--- src/dfm_pkg.sv ---
// ==========================================================
// object indices, reset values, field positions, timing
package dfm_pkg;
  localparam logic [15:0] IDX_BL_SELECT = 16'h3704;
  localparam logic [15:0] IDX_BL_AMOUNT = 16'h3705;
  localparam logic [15:0] IDX_BL_TIME = 16'h3706;
  localparam logic [15:0] IDX_TRIG_SEL = 16'h3758;
  localparam logic [15:0] IDX_WARN_HOLD = 16'h3759;
  localparam logic [15:0] IDX_DSW_COUNT = 16'h3781;
  localparam logic [15:0] IDX_COMM_CTRL = 16'h3800;

  localparam logic [15:0] RST_BL_SELECT = 16'h0000;
  localparam logic [15:0] RST_BL_AMOUNT = 16'h0000;
  localparam logic [15:0] RST_BL_TIME = 16'h0000;
  localparam logic [15:0] RST_TRIG_SEL = 16'h0000;
  localparam logic [15:0] RST_WARN_HOLD = 16'h0000;
  localparam logic [15:0] RST_DSW_COUNT = 16'h0001;
  localparam logic [15:0] RST_COMM_CTRL = 16'h4000;

  localparam logic [15:0] MAX_BL_SELECT = 16'h0002;
  localparam logic [15:0] MAX_BL_TIME = 16'h1900;
  localparam logic [15:0] MAX_DSW_COUNT = 16'h000F;

  // backlash direction codes
  localparam logic [1:0] BL_DIR_OFF = 2'h0;
  localparam logic [1:0] BL_DIR_POS = 2'h1;
  localparam logic [1:0] BL_DIR_NEG = 2'h2;

  // field positions
  localparam int TRIG1_LO = 0;
  localparam int TRIG1_HI = 1;
  localparam int TRIG2_LO = 8;
  localparam int TRIG2_HI = 9;
  localparam int HOLD_COMM_BIT = 0;
  localparam int HOLD_GEN_BIT = 1;
  localparam int MASK_STATE_CHG = 1;
  localparam int MASK_ILLEGAL_CHG = 2;
  localparam int MASK_COMM_SYNC = 3;
  localparam int MASK_WARN_DATA = 4;
  localparam int MASK_WARN_CMD = 5;
  localparam int MASK_WARN_COMM = 6;
  localparam int MASK_SYNC = 12;
  localparam int MASK_SM_WDT = 13;
  localparam int MASK_DSW_ESC = 14;

  // warning lanes
  localparam int WARN_LANES = 5;
  localparam int LANE_DATA = 0;
  localparam int LANE_CMD = 1;
  localparam int LANE_COMM = 2;
  localparam int LANE_GEN = 3;
  localparam int LANE_LIFE = 4;

  // latch trigger sources
  typedef enum logic [1:0]
  {
    DFM_SRC_INPUT_FIRST = 2'h0,
    DFM_SRC_INPUT_SECOND = 2'h1,
    DFM_SRC_INPUT_THIRD = 2'h2,
    DFM_SRC_INDEX = 2'h3
  } dfm_src_t;

  // backlash arming, gray along idle, armed, done
  typedef enum logic [1:0]
  {
    DFM_BL_IDLE = 2'h0,
    DFM_BL_ARMED = 2'h1,
    DFM_BL_DONE = 2'h3
  } dfm_bl_state_t;

  // timing
  localparam longint CLK_HZ = 50000000;
  localparam longint WARN_HOLD_MIN_S = 1;
  localparam logic [31:0] WARN_HOLD_CYCLES = 32'(WARN_HOLD_MIN_S * CLK_HZ);
endpackage : dfm_pkg

--- src/dfm_warn_hold.sv ---
`timescale 1ns/1ns
// ==========================================================
// per lane warning holder: auto clear after a minimum time, or held until reset
module dfm_warn_hold
  import dfm_pkg::*;
#(
  parameter int LANES = WARN_LANES,
  parameter logic [31:0] HOLD_CYCLES = WARN_HOLD_CYCLES
)
(
  // clock and reset
  input wire logic clk_sys,
  input wire logic rst_n,
  // lane control
  input wire logic [LANES-1:0] cause,
  input wire logic [LANES-1:0] hold_mode,
  input wire logic reset_cmd,
  // lane state
  output logic [LANES-1:0] active
);
  logic [31:0] timer [LANES];

  // ==========================================================
  // cause re-arms the timer, so a set always beats any clear
  always_ff @(posedge clk_sys or negedge rst_n)
  begin
    if (!rst_n)
    begin
      active <= '0;
      for (int i = 0; i < LANES; i++)
      begin
        timer[i] <= 32'h0000_0000;
      end
    end
    else
    begin
      for (int i = 0; i < LANES; i++)
      begin
        if (cause[i])
        begin
          active[i] <= 1'b1;
          timer[i] <= HOLD_CYCLES - 32'h0000_0001; // see RULE7
        end
        else if (active[i])
        begin
          if (timer[i] != 32'h0000_0000)
          begin
            timer[i] <= timer[i] - 32'h0000_0001;
          end
          if (hold_mode[i])
          begin
            if (reset_cmd)
            begin
              active[i] <= 1'b0; // see RULE8
            end
          end
          else if (timer[i] == 32'h0000_0000)
          begin
            active[i] <= 1'b0; // see RULE7
          end
        end
      end
    end
  end
endmodule : dfm_warn_hold

--- src/dfm_object_bank.sv ---
`timescale 1ns/1ns
// Behaviour
// RULE1: backlash select 0 off, 1 first positive move, 2 first negative move.
// RULE2: backlash amount signed 16 bit, reset zero, used in position control only.
// RULE3: backlash time constant 0 to 6400 in 0.01 ms, reset zero.
// RULE4: latch 1 source from bits 0 and 1 of trigger word.
// RULE5: latch 2 source from bits 8 and 9, same encoding.
// RULE6: hold bit 0 rules communication warnings, bit 1 general warnings.
// RULE7: hold bit clear: warning auto clears, yet stays at least 1 s.
// RULE8: hold bit set: warning stays until cause gone and reset command.
// RULE9: life expectancy warning is always held.
// RULE10: consecutive data setting warnings beyond threshold raise command error.
// RULE11: threshold 1 means two warnings in a row raise the error.
// RULE12: control word resets with bit 14 set, blocking data warning escalation.
// RULE13: control bits 1,2,3,12,13 mask their communication errors.
// RULE14: bit 14 masks only data-warning command errors, others still report; the code also blocks the data setting warning lane itself.
// RULE15: master leaves the control word at reset value in normal use.
// RULE16: control bits 4,5,6 mask data, command and communication warnings.
// RULE17: other trigger word bits store and read back, no source effect.
module dfm_object_bank
  import dfm_pkg::*;
#(
  parameter logic [31:0] HOLD_CYCLES = WARN_HOLD_CYCLES
)
(
  // clock and reset
  input wire logic clk_sys,
  input wire logic rst_n,
  // object access
  input wire logic obj_req,
  input wire logic obj_we,
  input wire logic [15:0] obj_index,
  input wire logic [15:0] obj_wdata,
  output logic obj_ack,
  output logic obj_err,
  output logic [15:0] obj_rdata,
  // drive status
  input wire logic servo_on,
  input wire logic pos_ctrl,
  input wire logic move_pos,
  input wire logic move_neg,
  // backlash outputs
  output logic [15:0] backlash_amount,
  output logic [15:0] backlash_time_const,
  output logic backlash_apply,
  // latch sources
  output dfm_src_t latch1_src,
  output dfm_src_t latch2_src,
  // warning causes and commands
  input wire logic dsw_detect,
  input wire logic dsw_clear,
  input wire logic cmd_warn_cause,
  input wire logic comm_warn_cause,
  input wire logic gen_warn_cause,
  input wire logic life_warn_cause,
  input wire logic warn_reset_cmd,
  // error causes and commands
  input wire logic other_cmd_err,
  input wire logic err_reset_cmd,
  input wire logic [4:0] comm_err_cause,
  // status
  output logic [WARN_LANES-1:0] warn_active,
  output logic cmd_error,
  output logic [4:0] comm_err
);
  logic [15:0] bl_select;
  logic [15:0] bl_amount;
  logic [15:0] bl_time;
  logic [15:0] trig_sel;
  logic [15:0] warn_hold;
  logic [15:0] dsw_thresh;
  logic [15:0] comm_ctrl;
  logic wr_ok;
  logic wr_bad;
  logic dsw_event;
  logic dsw_ok;
  logic [4:0] dsw_count;
  logic [4:0] next_dsw_count;
  logic dsw_escalate;
  logic [WARN_LANES-1:0] warn_cause;
  logic [WARN_LANES-1:0] warn_mode;
  logic [4:0] err_mask;
  dfm_bl_state_t bl_state;

  // ==========================================================
  // decoding
  function automatic logic idx_known(input logic [15:0] idx);
    idx_known = (idx == IDX_BL_SELECT) || (idx == IDX_BL_AMOUNT) ||
                (idx == IDX_BL_TIME) || (idx == IDX_TRIG_SEL) ||
                (idx == IDX_WARN_HOLD) || (idx == IDX_DSW_COUNT) ||
                (idx == IDX_COMM_CTRL);
  endfunction : idx_known

  // unsigned range limits; signed and full range words always pass
  function automatic logic in_range(input logic [15:0] idx, input logic [15:0] val);
    case (idx)
      IDX_BL_SELECT: in_range = (val <= MAX_BL_SELECT); // see RULE1
      IDX_BL_TIME: in_range = (val <= MAX_BL_TIME); // see RULE3
      IDX_DSW_COUNT: in_range = (val <= MAX_DSW_COUNT); // see RULE10
      default: in_range = idx_known(idx);
    endcase
  endfunction : in_range

  assign wr_ok = obj_req && obj_we && in_range(obj_index, obj_wdata);
  assign wr_bad = obj_req && obj_we && !in_range(obj_index, obj_wdata);

  // ==========================================================
  // object store; a rejected write leaves the old value in place
  always_ff @(posedge clk_sys or negedge rst_n)
  begin
    if (!rst_n)
    begin
      bl_select <= RST_BL_SELECT;
      bl_amount <= RST_BL_AMOUNT; // see RULE2
      bl_time <= RST_BL_TIME; // see RULE3
      trig_sel <= RST_TRIG_SEL;
      warn_hold <= RST_WARN_HOLD;
      dsw_thresh <= RST_DSW_COUNT; // see RULE11
      comm_ctrl <= RST_COMM_CTRL; // see RULE12
    end
    else if (wr_ok)
    begin
      case (obj_index)
        IDX_BL_SELECT: bl_select <= obj_wdata;
        IDX_BL_AMOUNT: bl_amount <= obj_wdata; // see RULE2
        IDX_BL_TIME: bl_time <= obj_wdata;
        IDX_TRIG_SEL: trig_sel <= obj_wdata; // see RULE17
        IDX_WARN_HOLD: warn_hold <= obj_wdata;
        IDX_DSW_COUNT: dsw_thresh <= obj_wdata;
        IDX_COMM_CTRL: comm_ctrl <= obj_wdata;
        default: bl_select <= bl_select;
      endcase
    end
  end

  // ==========================================================
  // access answer, one cycle after the request
  always_ff @(posedge clk_sys or negedge rst_n)
  begin
    if (!rst_n)
    begin
      obj_ack <= 1'b0;
      obj_err <= 1'b0;
      obj_rdata <= 16'h0000;
    end
    else
    begin
      obj_ack <= obj_req;
      obj_err <= obj_req && (obj_we ? !in_range(obj_index, obj_wdata) : !idx_known(obj_index));
      if (obj_req && !obj_we)
      begin
        case (obj_index)
          IDX_BL_SELECT: obj_rdata <= bl_select;
          IDX_BL_AMOUNT: obj_rdata <= bl_amount;
          IDX_BL_TIME: obj_rdata <= bl_time;
          IDX_TRIG_SEL: obj_rdata <= trig_sel; // see RULE17
          IDX_WARN_HOLD: obj_rdata <= warn_hold;
          IDX_DSW_COUNT: obj_rdata <= dsw_thresh;
          IDX_COMM_CTRL: obj_rdata <= comm_ctrl;
          default: obj_rdata <= 16'h0000;
        endcase
      end
    end
  end

  // ==========================================================
  // latch source selection, only the two field pairs matter
  assign latch1_src = dfm_src_t'({trig_sel[TRIG1_HI], trig_sel[TRIG1_LO]}); // see RULE4
  assign latch2_src = dfm_src_t'({trig_sel[TRIG2_HI], trig_sel[TRIG2_LO]}); // see RULE5
  assign backlash_amount = bl_amount;
  assign backlash_time_const = bl_time;

  // ==========================================================
  // backlash arming: one shot per servo-on, position control only
  always_ff @(posedge clk_sys or negedge rst_n)
  begin
    if (!rst_n)
    begin
      bl_state <= DFM_BL_IDLE;
      backlash_apply <= 1'b0;
    end
    else
    begin
      backlash_apply <= 1'b0;
      case (bl_state)
        DFM_BL_IDLE:
        begin
          if (servo_on && bl_select[1:0] != BL_DIR_OFF)
          begin
            bl_state <= DFM_BL_ARMED; // see RULE1
          end
        end
        DFM_BL_ARMED:
        begin
          if (!servo_on)
          begin
            bl_state <= DFM_BL_IDLE;
          end
          else if (pos_ctrl && ((bl_select[1:0] == BL_DIR_POS && move_pos) ||
                                (bl_select[1:0] == BL_DIR_NEG && move_neg)))
          begin
            backlash_apply <= 1'b1; // see RULE1
            bl_state <= DFM_BL_DONE;
          end
        end
        DFM_BL_DONE:
        begin
          if (!servo_on)
          begin
            bl_state <= DFM_BL_IDLE;
          end
        end
        default: bl_state <= DFM_BL_IDLE;
      endcase
    end
  end

  // ==========================================================
  // data setting warning run counter; a failed write counts as one
  assign dsw_event = (dsw_detect || wr_bad) && !comm_ctrl[MASK_DSW_ESC]; // see RULE12
  assign dsw_ok = dsw_clear || wr_ok;

  always_comb
  begin
    next_dsw_count = dsw_count;
    if (dsw_event && dsw_count != 5'h1F)
    begin
      next_dsw_count = dsw_count + 5'h01;
    end
    else if (dsw_ok)
    begin
      next_dsw_count = 5'h00;
    end
  end

  // threshold n escalates on the (n+1)th warning in a row
  assign dsw_escalate = dsw_event && (next_dsw_count >= dsw_thresh[4:0] + 5'h01); // see RULE10

  always_ff @(posedge clk_sys or negedge rst_n)
  begin
    if (!rst_n)
    begin
      dsw_count <= 5'h00;
    end
    else
    begin
      dsw_count <= next_dsw_count;
    end
  end

  // ==========================================================
  // command error: sticky, the set beats a reset in the same cycle
  always_ff @(posedge clk_sys or negedge rst_n)
  begin
    if (!rst_n)
    begin
      cmd_error <= 1'b0;
    end
    else if (dsw_escalate || other_cmd_err)
    begin
      cmd_error <= 1'b1; // see RULE14
    end
    else if (err_reset_cmd)
    begin
      cmd_error <= 1'b0;
    end
  end

  // ==========================================================
  // communication error masks
  assign err_mask = {comm_ctrl[MASK_SM_WDT], comm_ctrl[MASK_SYNC], comm_ctrl[MASK_COMM_SYNC],
                     comm_ctrl[MASK_ILLEGAL_CHG], comm_ctrl[MASK_STATE_CHG]};

  always_ff @(posedge clk_sys or negedge rst_n)
  begin
    if (!rst_n)
    begin
      comm_err <= 5'h00;
    end
    else
    begin
      comm_err <= comm_err_cause & ~err_mask; // see RULE13
    end
  end

  // ==========================================================
  // warnings
  assign warn_cause[LANE_DATA] = dsw_event && !comm_ctrl[MASK_WARN_DATA]; // see RULE16
  assign warn_cause[LANE_CMD] = cmd_warn_cause && !comm_ctrl[MASK_WARN_CMD]; // see RULE16
  assign warn_cause[LANE_COMM] = comm_warn_cause && !comm_ctrl[MASK_WARN_COMM]; // see RULE16
  assign warn_cause[LANE_GEN] = gen_warn_cause;
  assign warn_cause[LANE_LIFE] = life_warn_cause;
  assign warn_mode[LANE_DATA] = warn_hold[HOLD_COMM_BIT]; // see RULE6
  assign warn_mode[LANE_CMD] = warn_hold[HOLD_COMM_BIT]; // see RULE6
  assign warn_mode[LANE_COMM] = warn_hold[HOLD_COMM_BIT]; // see RULE6
  assign warn_mode[LANE_GEN] = warn_hold[HOLD_GEN_BIT]; // see RULE6
  assign warn_mode[LANE_LIFE] = 1'b1; // see RULE9

  dfm_warn_hold #(
    .LANES(WARN_LANES),
    .HOLD_CYCLES(HOLD_CYCLES)
  ) u_warn_hold (
    .clk_sys(clk_sys),
    .rst_n(rst_n),
    .cause(warn_cause),
    .hold_mode(warn_mode),
    .reset_cmd(warn_reset_cmd),
    .active(warn_active)
  );
endmodule : dfm_object_bank

--- config.mk ---
export PLATFORM = sky130hd
export DESIGN_NAME = dfm_object_bank
export DESIGN_NICKNAME = d
export VERILOG_FILES = /design/src/dfm_pkg.sv /design/src/dfm_warn_hold.sv /design/src/dfm_object_bank.sv
export SDC_FILE = /design/constraint.sdc
export NUM_CORES = 1
export LEC_CHECK = 0
export BUFFER_PORTS_ARGS = -buffer_cell sky130_fd_sc_hd__buf_4
export CAP_MARGIN = 20
export CELL_PAD_IN_SITES_DETAIL_PLACEMENT = 1
export CELL_PAD_IN_SITES_GLOBAL_PLACEMENT = 1
export CORE_ASPECT_RATIO = 1.2
export CORE_MARGIN = 1
export CORE_UTILIZATION = 47
export DETAILED_ROUTE_END_ITERATION = 10
export GPL_TIMING_DRIVEN = 0
export PLACE_DENSITY_LB_ADDON = 0.1
export SLEW_MARGIN = 20
export SYNTH_ARGS = -nofsm -noshare
export SYNTH_HDL_FRONTEND = slang
export SYNTH_SLANG_ARGS = --single-unit
--- constraint.sdc ---
create_clock -name clk_sys -period 4.1 [get_ports clk_sys]
set_clock_uncertainty 0.2 [all_clocks]
set_input_delay 0.615 -clock clk_sys [delete_from_list [all_inputs] [get_ports clk_sys]]
set_output_delay 0.615 -clock clk_sys [all_outputs]
set_load 0.01 [all_outputs]
==> results of run 1 <==
-- what timing repair did --
item,in CTS,in global routing
setup endpoints to repair,1,1
gates resized for setup,2,4
hold buffers,2,0
endpoints found under the hold margin,19,0
-- Yosys cell counts (7+ instances only) --
| master | n |
|---|---|
| o211ai_1 | 7 |
| nor2_1 | 117 |
| nand3_1 | 31 |
| clkbuf_1 | 36 |
| or4_1 | 22 |
| nor4_1 | 35 |
| a21oi_1 | 27 |
| inv_1 | 16 |
| o31ai_1 | 7 |
| nor2b_1 | 42 |
| or3_1 | 28 |
| dfrtp_1 | 275 |
| xnor2_1 | 64 |
| xor2_1 | 45 |
| mux2_2 | 82 |
| nor3_1 | 41 |
| a222oi_1 | 31 |
| nand2_1 | 125 |
| nand2b_1 | 24 |
| nand4_1 | 12 |
| nand3b_1 | 7 |
| ha_1 | 12 |
| o21ai_0 | 29 |
-- flip-flops by register name, indices dropped and copies added (netlist names), 2 cells and up --
signal,count
backlash_amount,16
backlash_time_const,16
bl_select,16
bl_state,2
comm_ctrl,16
comm_err,5
dsw_count,5
dsw_thresh,16
obj_rdata,16
trig_sel,16
u_warn_hold.active,5
u_warn_hold.timer,128
warn_hold,16
-- layout by cell type (no fill, tap or decap), types with 34 or more instances in the layout --
| cell | netlist | routed |
|---|---|---|
| clkbuf_1 | 36 | 41 |
| nand2_1 | 125 | 125 |
| xnor2_1 | 64 | 64 |
| mux2_2 | 82 | 82 |
| nor3_1 | 41 | 38 |
| dfrtp_1 | 275 | 275 |
| buf_4 | 5 | 121 |
| nor2_1 | 117 | 117 |
| xor2_1 | 45 | 45 |
| nor2b_1 | 42 | 42 |
| nor4_1 | 35 | 34 |
-- final cells by class --
class	instances	area (sq um)	share of cell area [%]
Buffer	49	210	1.36
Multi-Input combinational cell	865	5790	37.6
Inverter	16	60.1	0.390
Clock buffer	42	867	5.63
Clock inverter	9	123	0.796
Tap cell	340	425	2.76
Sequential cell	277	6930	45.0
Timing Repair Buffer	123	993	6.45
-- worst max path at each step --
| stage | cells past startpoint | slack [ps] | endpoint | from |
|---|---|---|---|---|
| 2_1_floorplan | 16 | 510 | cmd_error | obj_wdata[0] |
| 3_3_place_gp | 8 | -640 | backlash_time_const[10] | obj_index[1] |
| 3_5_place_dp | 16 | -600 | cmd_error | obj_index[3] |
| 4_1_cts | 16 | 140 | cmd_error | obj_index[1] |
| 5_1_grt | 16 | 40 | cmd_error | dsw_count[0] |
| 6_report | 16 | 310 | cmd_error | dsw_count[0] |
-- layer usage --
metal,share of wire [%],vias up,GRT usage (%)
met4,2.9,0,8.36
li1,-,4607,-
met1,42,5099,31.7
met2,51,213,45.6
met3,3.8,69,2.95
met5,0,-,0
-- cell families (layout without fill, tap and decap cells) --
group | after synthesis | after routing | synth area share, %
AO/OA/AOI/OAI | 127 | 127 | 7.07
XOR/XNOR | 109 | 109 | 7.37
adder cells (fa/ha/maj) | 12 | 12 | 1.16
buffers and inverters | 65 | 239 | 2.08
flip-flops | 277 | 277 | 53.5
multiplexers | 82 | 82 | 7.12
AND/OR/NAND/NOR | 535 | 535 | 21.7
-- power by group through the flow --
stage | combinational, uW | sequential (uW) | clock [uW]
floorplan | 126 | 2840 | 0
global placement | 295 | 2840 | 0
detailed placement | 315 | 2840 | 0
CTS | 322 | 2790 | 2790
global route | 356 | 2800 | 2890
finish | 314 | 2790 | 2720
-- through the flow --
step                      total power (uW)  std cells  TNS [ps]
final                                 5830       1721         0
after global routing                  6050       1721         0
after CTS                             5900       1721         0
after detailed placement              3160       1668    -19240
after global placement                3140       1664    -76440
after floorplan                       2970       1207         0
-- worst max-delay path, delay by kind of cell, from the launching register on --
| kind | cells | cell delay (ps) |
|---|---|---|
| AOI/OAI and AO/OA | 5 | 750 |
| adders and majority gates | 3 | 670 |
| DFF | 1 | 420 |
| and+or+nand+nor | 8 | 1630 |
==> metrics.md, run 1 <==
| Metric | Value |
|---|---|
| Placer congestion estimate | `0.810` |
| # IOs | `120` |
| Post-Route Utilization | `56.9%` |
| Max Fclk | `0.264 GHz` |
| Rows | `66` |
| Maxcap violations | `0` |
| Lkg Pwr | `0.00656 uW` |
| FFs w/ async S/R, synth | `100%` |
| Post-Syn Instances | `1207` |
| Worst-path maximum fanout | `7` |
| First-pass iteration count of the detailed router | `5` |
| Hold_sp | `life_warn_cause` |
| Fin crit share | `92.4%` |
| Routed via count | `9988` |
| Die area | `28200 sq um` |
| Reg2reg end | `cmd_error` |
| Clock power share | `46.7%` |
| Sequential element share of the synthesized area | `53.5%` |
| Cell internal pwr | `4530 uW` |
| Drt wl/cell | `19.9 microns` |
| # DRC | `0` |
| Post-CTS Setup Bufs | `0` |
| Number of global-route vias before repair | `10.7k` |
| Iter 0 DRT Violations | `592` |
| Fin. max-slew vios | `0` |
| Critical path arrival | `4010 ps` |
| Worst-margin pin slew | `1080 ps` |
| Global-route wire length before repair | `57.1 mm` |
| Peak VDD IR | `0.288 mV` |
| CP max-delay cell | `or4_1` |
| Net Count, Synth | `1273` |
| Net Sw Frac | `22.3%` |
| Design Area, Final | `15400 sq um` |
| Most used DFF post-synth | `dfrtp_1` |
| Initial core utilization | `47.8%` |
| Switching power | `1300 uW` |
| Top cell type's share of synthesized area | `53.1%` |
| Yosys reg bits | `277` |
| WP data required | `4320 ps` |
| Gr usage total | `25.4%` |
| Post-synth EDFFs | `0` |
| Final critical-path required period | `3790 ps` |
| Mean Syn Cell Area | `10.7 sq um` |
| Comb pwr share | `5.4%` |
| Reg2Reg Depth | `16` |
| DR vias/cell | `5.80` |
| Synthesis-to-layout area growth | `18.8%` |
| Area leader, netlist | `dfrtp_1` |
| PD cells | `379 nW/um^2` |
| Skew-Pair Late Insertion Delay | `550 ps` |
| Worst Hold Class | `in2reg` |
| RSZ-0062 raised after global routing | `false` |
| Antenna violations before repair | `0` |
| Critical-path cell list | `ha_1, and3_1, ha_1, or3_1, or4_1, nand2_1, nor3_1, a21oi_1, ha_1, nand2b_1, a21oi_1, nor2b_1, o21ai_0, nand2b_1, a21oi_1, o31ai_1` |
| Max_slew headroom | `27.9%` |
| Clk buf depth | `3` |
| Nets@finish | `1428` |
| Max stage delay on crit path | `470 ps` |
| Worst-path clk slew | `50 ps` |
| RR Startpoint | `dsw_count[0]` |
| Placement Cell Area | `14400 sq um` |
| Largest net degree at the start of global routing | `98` |
| Overflow after GRT | `0` |
| Core area | `27100 sq um` |
| Final setup violation count | `0` |
| Cts bufs inserted | `30` |
| Die width | `154 microns` |
| FF-to-FF setup slack | `310 ps` |
| Hold worst-path end | `u_warn_hold.active[4]` |
| Synth cell types | `60` |
| Port bufs | `117` |
| CP Class | `reg2reg` |
| PnR worst setup slack | `313 ps` |
| Clock Root Buffer | `clkbuf_16` |
| CP endpoint kind | `register` |
| Yosys warns | `0` |
| Hold Slack | `40.2 ps` |
| Flop pwr share | `47.9%` |
| Fraction of layout cells with a size suffix above 1 | `20.7%` |
| Htree depth | `1` |
| Hpwl dp | `24.1 mm` |
| Syn Std Cell Area | `13000 sq um` |
| Worst setup SP type | `register` |
| Chip height | `184 microns` |
| Antenna diodes | `0` |
| Final hold vios | `0` |
| Clk sinks | `277` |
| Synth top area cells | `dfrtp_1 (53%), mux2_2 (7.1%), xnor2_1 (4.3%)` |
| Routed Antenna Nets | `0` |
| Hold path depth | `2` |
| Status | `completed` |
| Filler cells | `2960` |
| Final WL | `34.2 mm` |
| TritonCTS clock tree | `yes` |
| Setup slack after placement | `-599 ps` |
Note: power is estimated with default switching activity, not from simulation.
==> run 2, diff against run 1 <==
- clock period: 4.1 -> 3.7 ns (I/O delays scaled with it)
==> run 2 against run 1 <==
Net effect: total power is 11% higher; worst setup slack worse by 150 ps; die area stayed put; first-iteration DRC count is 6.4% lower; critical path type unchanged; critical path depth is 2 lower; sequential cell count stayed put; final cell count is 0.29% higher; sequential share of layout area is 0.21 points lower; clock power is 11% higher; register-to-register slack worse by 150 ps; non-clock buffer count is 5 higher; worst hold slack worse by 24 ps.
==> metrics.md, run 2 (synthesis results as in run 1) <==
| Metric | Value |
|---|---|
| Port bufs | `117` |
| Max Fclk | `0.283 GHz` |
| CP Buf/Inv Count | `0` |
| Worst setup SP type | `register` |
| Biggest register | `u_warn_hold.timer` |
| Placer congestion estimate | `0.810` |
| Seq. cell area | `6930 sq um` |
| Filler cells | `2960` |
| DR vias/cell | `5.77` |
| Peak VDD IR | `0.322 mV` |
| Finished Layout Cells | `1726` |
| Chip height | `184 microns` |
| Clk sinks | `277` |
| Worst-path maximum fanout | `6` |
| Final critical-path required period | `3540 ps` |
| CP max-delay cell | `or4_4` |
| Iter 0 DRT Violations | `554` |
| Hold Slack | `16.1 ps` |
| Rows | `66` |
| Critical-path cell list | `ha_1, and3_1, ha_1, or3_1, or4_4, nand2_4, nor3_2, a211o_1, ha_1, nor2b_1, o21ai_1, nand2b_1, a21oi_1, o31ai_1` |
| Crit path max-delay family | `simple AND/OR/NAND/NOR gates` |
| RR Startpoint | `dsw_count[0]` |
| Core area | `27100 sq um` |
| Initial core utilization | `47.8%` |
| Gr usage total | `25.4%` |
| Hpwl dp | `24.1 mm` |
| Hold_sp | `comm_err_cause[1]` |
| Die width | `154 microns` |
| Final hold vios | `0` |
| CP endpoint kind | `register` |
| Antenna diodes | `0` |
| PD cells | `419 nW/um^2` |
| Global-route wire length before repair | `57.1 mm` |
| Fin. max-slew vios | `0` |
| Placement Cell Area | `14400 sq um` |
| Critical path arrival | `3760 ps` |
| Placed Cells | `1668` |
| # DRC | `0` |
| Most common cell after layout, fill and taps aside | `dfrtp_1` |
| Most frequent CP cell | `ha_1` |
| Die area | `28200 sq um` |
| Overflow after GRT | `0` |
| WP data required | `3920 ps` |
| Nets@finish | `1433` |
| Worst Hold Class | `in2reg` |
| Commonest non-fill, non-tap cells in the layout | `dfrtp_1 (275), nand2_1 (124), buf_4 (124)` |
| Synthesis-to-layout area growth | `19.4%` |
| Maxcap violations | `0` |
| Number of global-route vias before repair | `10.7k` |
| Worst-path clk slew | `60 ps` |
| Largest net degree at the start of global routing | `98` |
| CP Class | `reg2reg` |
| Final WL | `34.3 mm` |
| Design Area, Final | `15500 sq um` |
| Routed Antenna Nets | `0` |
| Max_slew headroom | `25.4%` |
| Cts bufs inserted | `30` |
| Final setup violation count | `0` |
| Lkg Pwr | `0.00659 uW` |
| Largest register FFs | `128` |
| Fraction of layout cells with a size suffix above 1 | `21.2%` |
| Max stage delay on crit path | `460 ps` |
| Clk buf depth | `3` |
| Worst-margin pin slew | `1120 ps` |
| TritonCTS clock tree | `yes` |
| Antenna violations before repair | `0` |
| Area of the multi-input gates | `5820 sq um` |
| Clock Root Buffer | `clkbuf_16` |
| Skew-Pair Late Insertion Delay | `550 ps` |
| First-pass iteration count of the detailed router | `8` |
| Status | `completed` |
| Drt wl/cell | `19.9 microns` |
| Fin crit share | `95.7%` |
| Critical Path Source | `dsw_count[0]` |
| Htree depth | `1` |
| Routed via count | `9956` |
| # IOs | `120` |
-- run 2: report_power, final --
part	internal, uW	switching [uW]
clock	1820	1200
sequential	3070	30.5
combinational	149	220
total	5040	1450
-- run 2: final cells by class --
class	count	area share, %
sequential	277	44.8
clock inverter	9	0.792
buffer	49	1.36
clock buffer	42	5.60
multi-input combinational	865	37.6
tap	340	2.75
inverter	16	0.388
timing repair buffer	128	6.69
-- run 2: path summary, 6_finish.rpt --
check / to / slack, ps / cells past startpoint
worst min register to register: comm_err[1] / 270 / 1
worst min-delay path: comm_err[1] / 20 / 2
min in group asynchronous: u_warn_hold.timer[77] / 220 / 2
max in group asynchronous: comm_ctrl[14] / 2000 / 4
worst max register to register: cmd_error / 160 / 14
worst max-delay path: cmd_error / 160 / 14
-- run 2: timing repair --
action / 4_1_cts / 5_1_grt
hold buffers: 4 / 0
endpoints found under the setup margin: 57 / 32
endpoints found under the hold margin: 122 / 0
buffers inserted: 1 / 2
gates cloned: 0 / 0
pin swaps: 1 / 3
resized for setup: 5 / 8
-- run 2: metal layers --
metal / vias to the layer above / share of wire (%) / track usage [%]
met4: 0 / 2.6 / 7.48
met1: 5076 / 42 / 31.8
met3: 64 / 3.4 / 2.78
met2: 192 / 52 / 46.0
li1: 4624 / - / -
met5: - / 0 / 0
-- run 2: worst register-to-register path: cells and delay by family (launching register included) --
kind | cells | cell delay [ps]
AO/OA/AOI/OAI | 4 | 710
AND/OR/NAND/NOR | 7 | 1400
flip-flops | 1 | 400
adder cells (fa/ha/maj) | 3 | 700
-- run 2: stage by stage --
| stage | utilization, % | TNS, ps | setup WS [ps] | power, uW |
|---|---|---|---|---|
| finish | 57.1 | 0 | 160 | 6480 |
| global route | 57.1 | -23.9 | -23.9 | 6720 |
| CTS | 57.0 | 0 | 26.1 | 6540 |
| detailed placement | 53.1 | -51160 | -939 | 3500 |
| global placement | 52.7 | -199370 | -981 | 3480 |
| floorplan | - | 0 | 173 | 3290 |
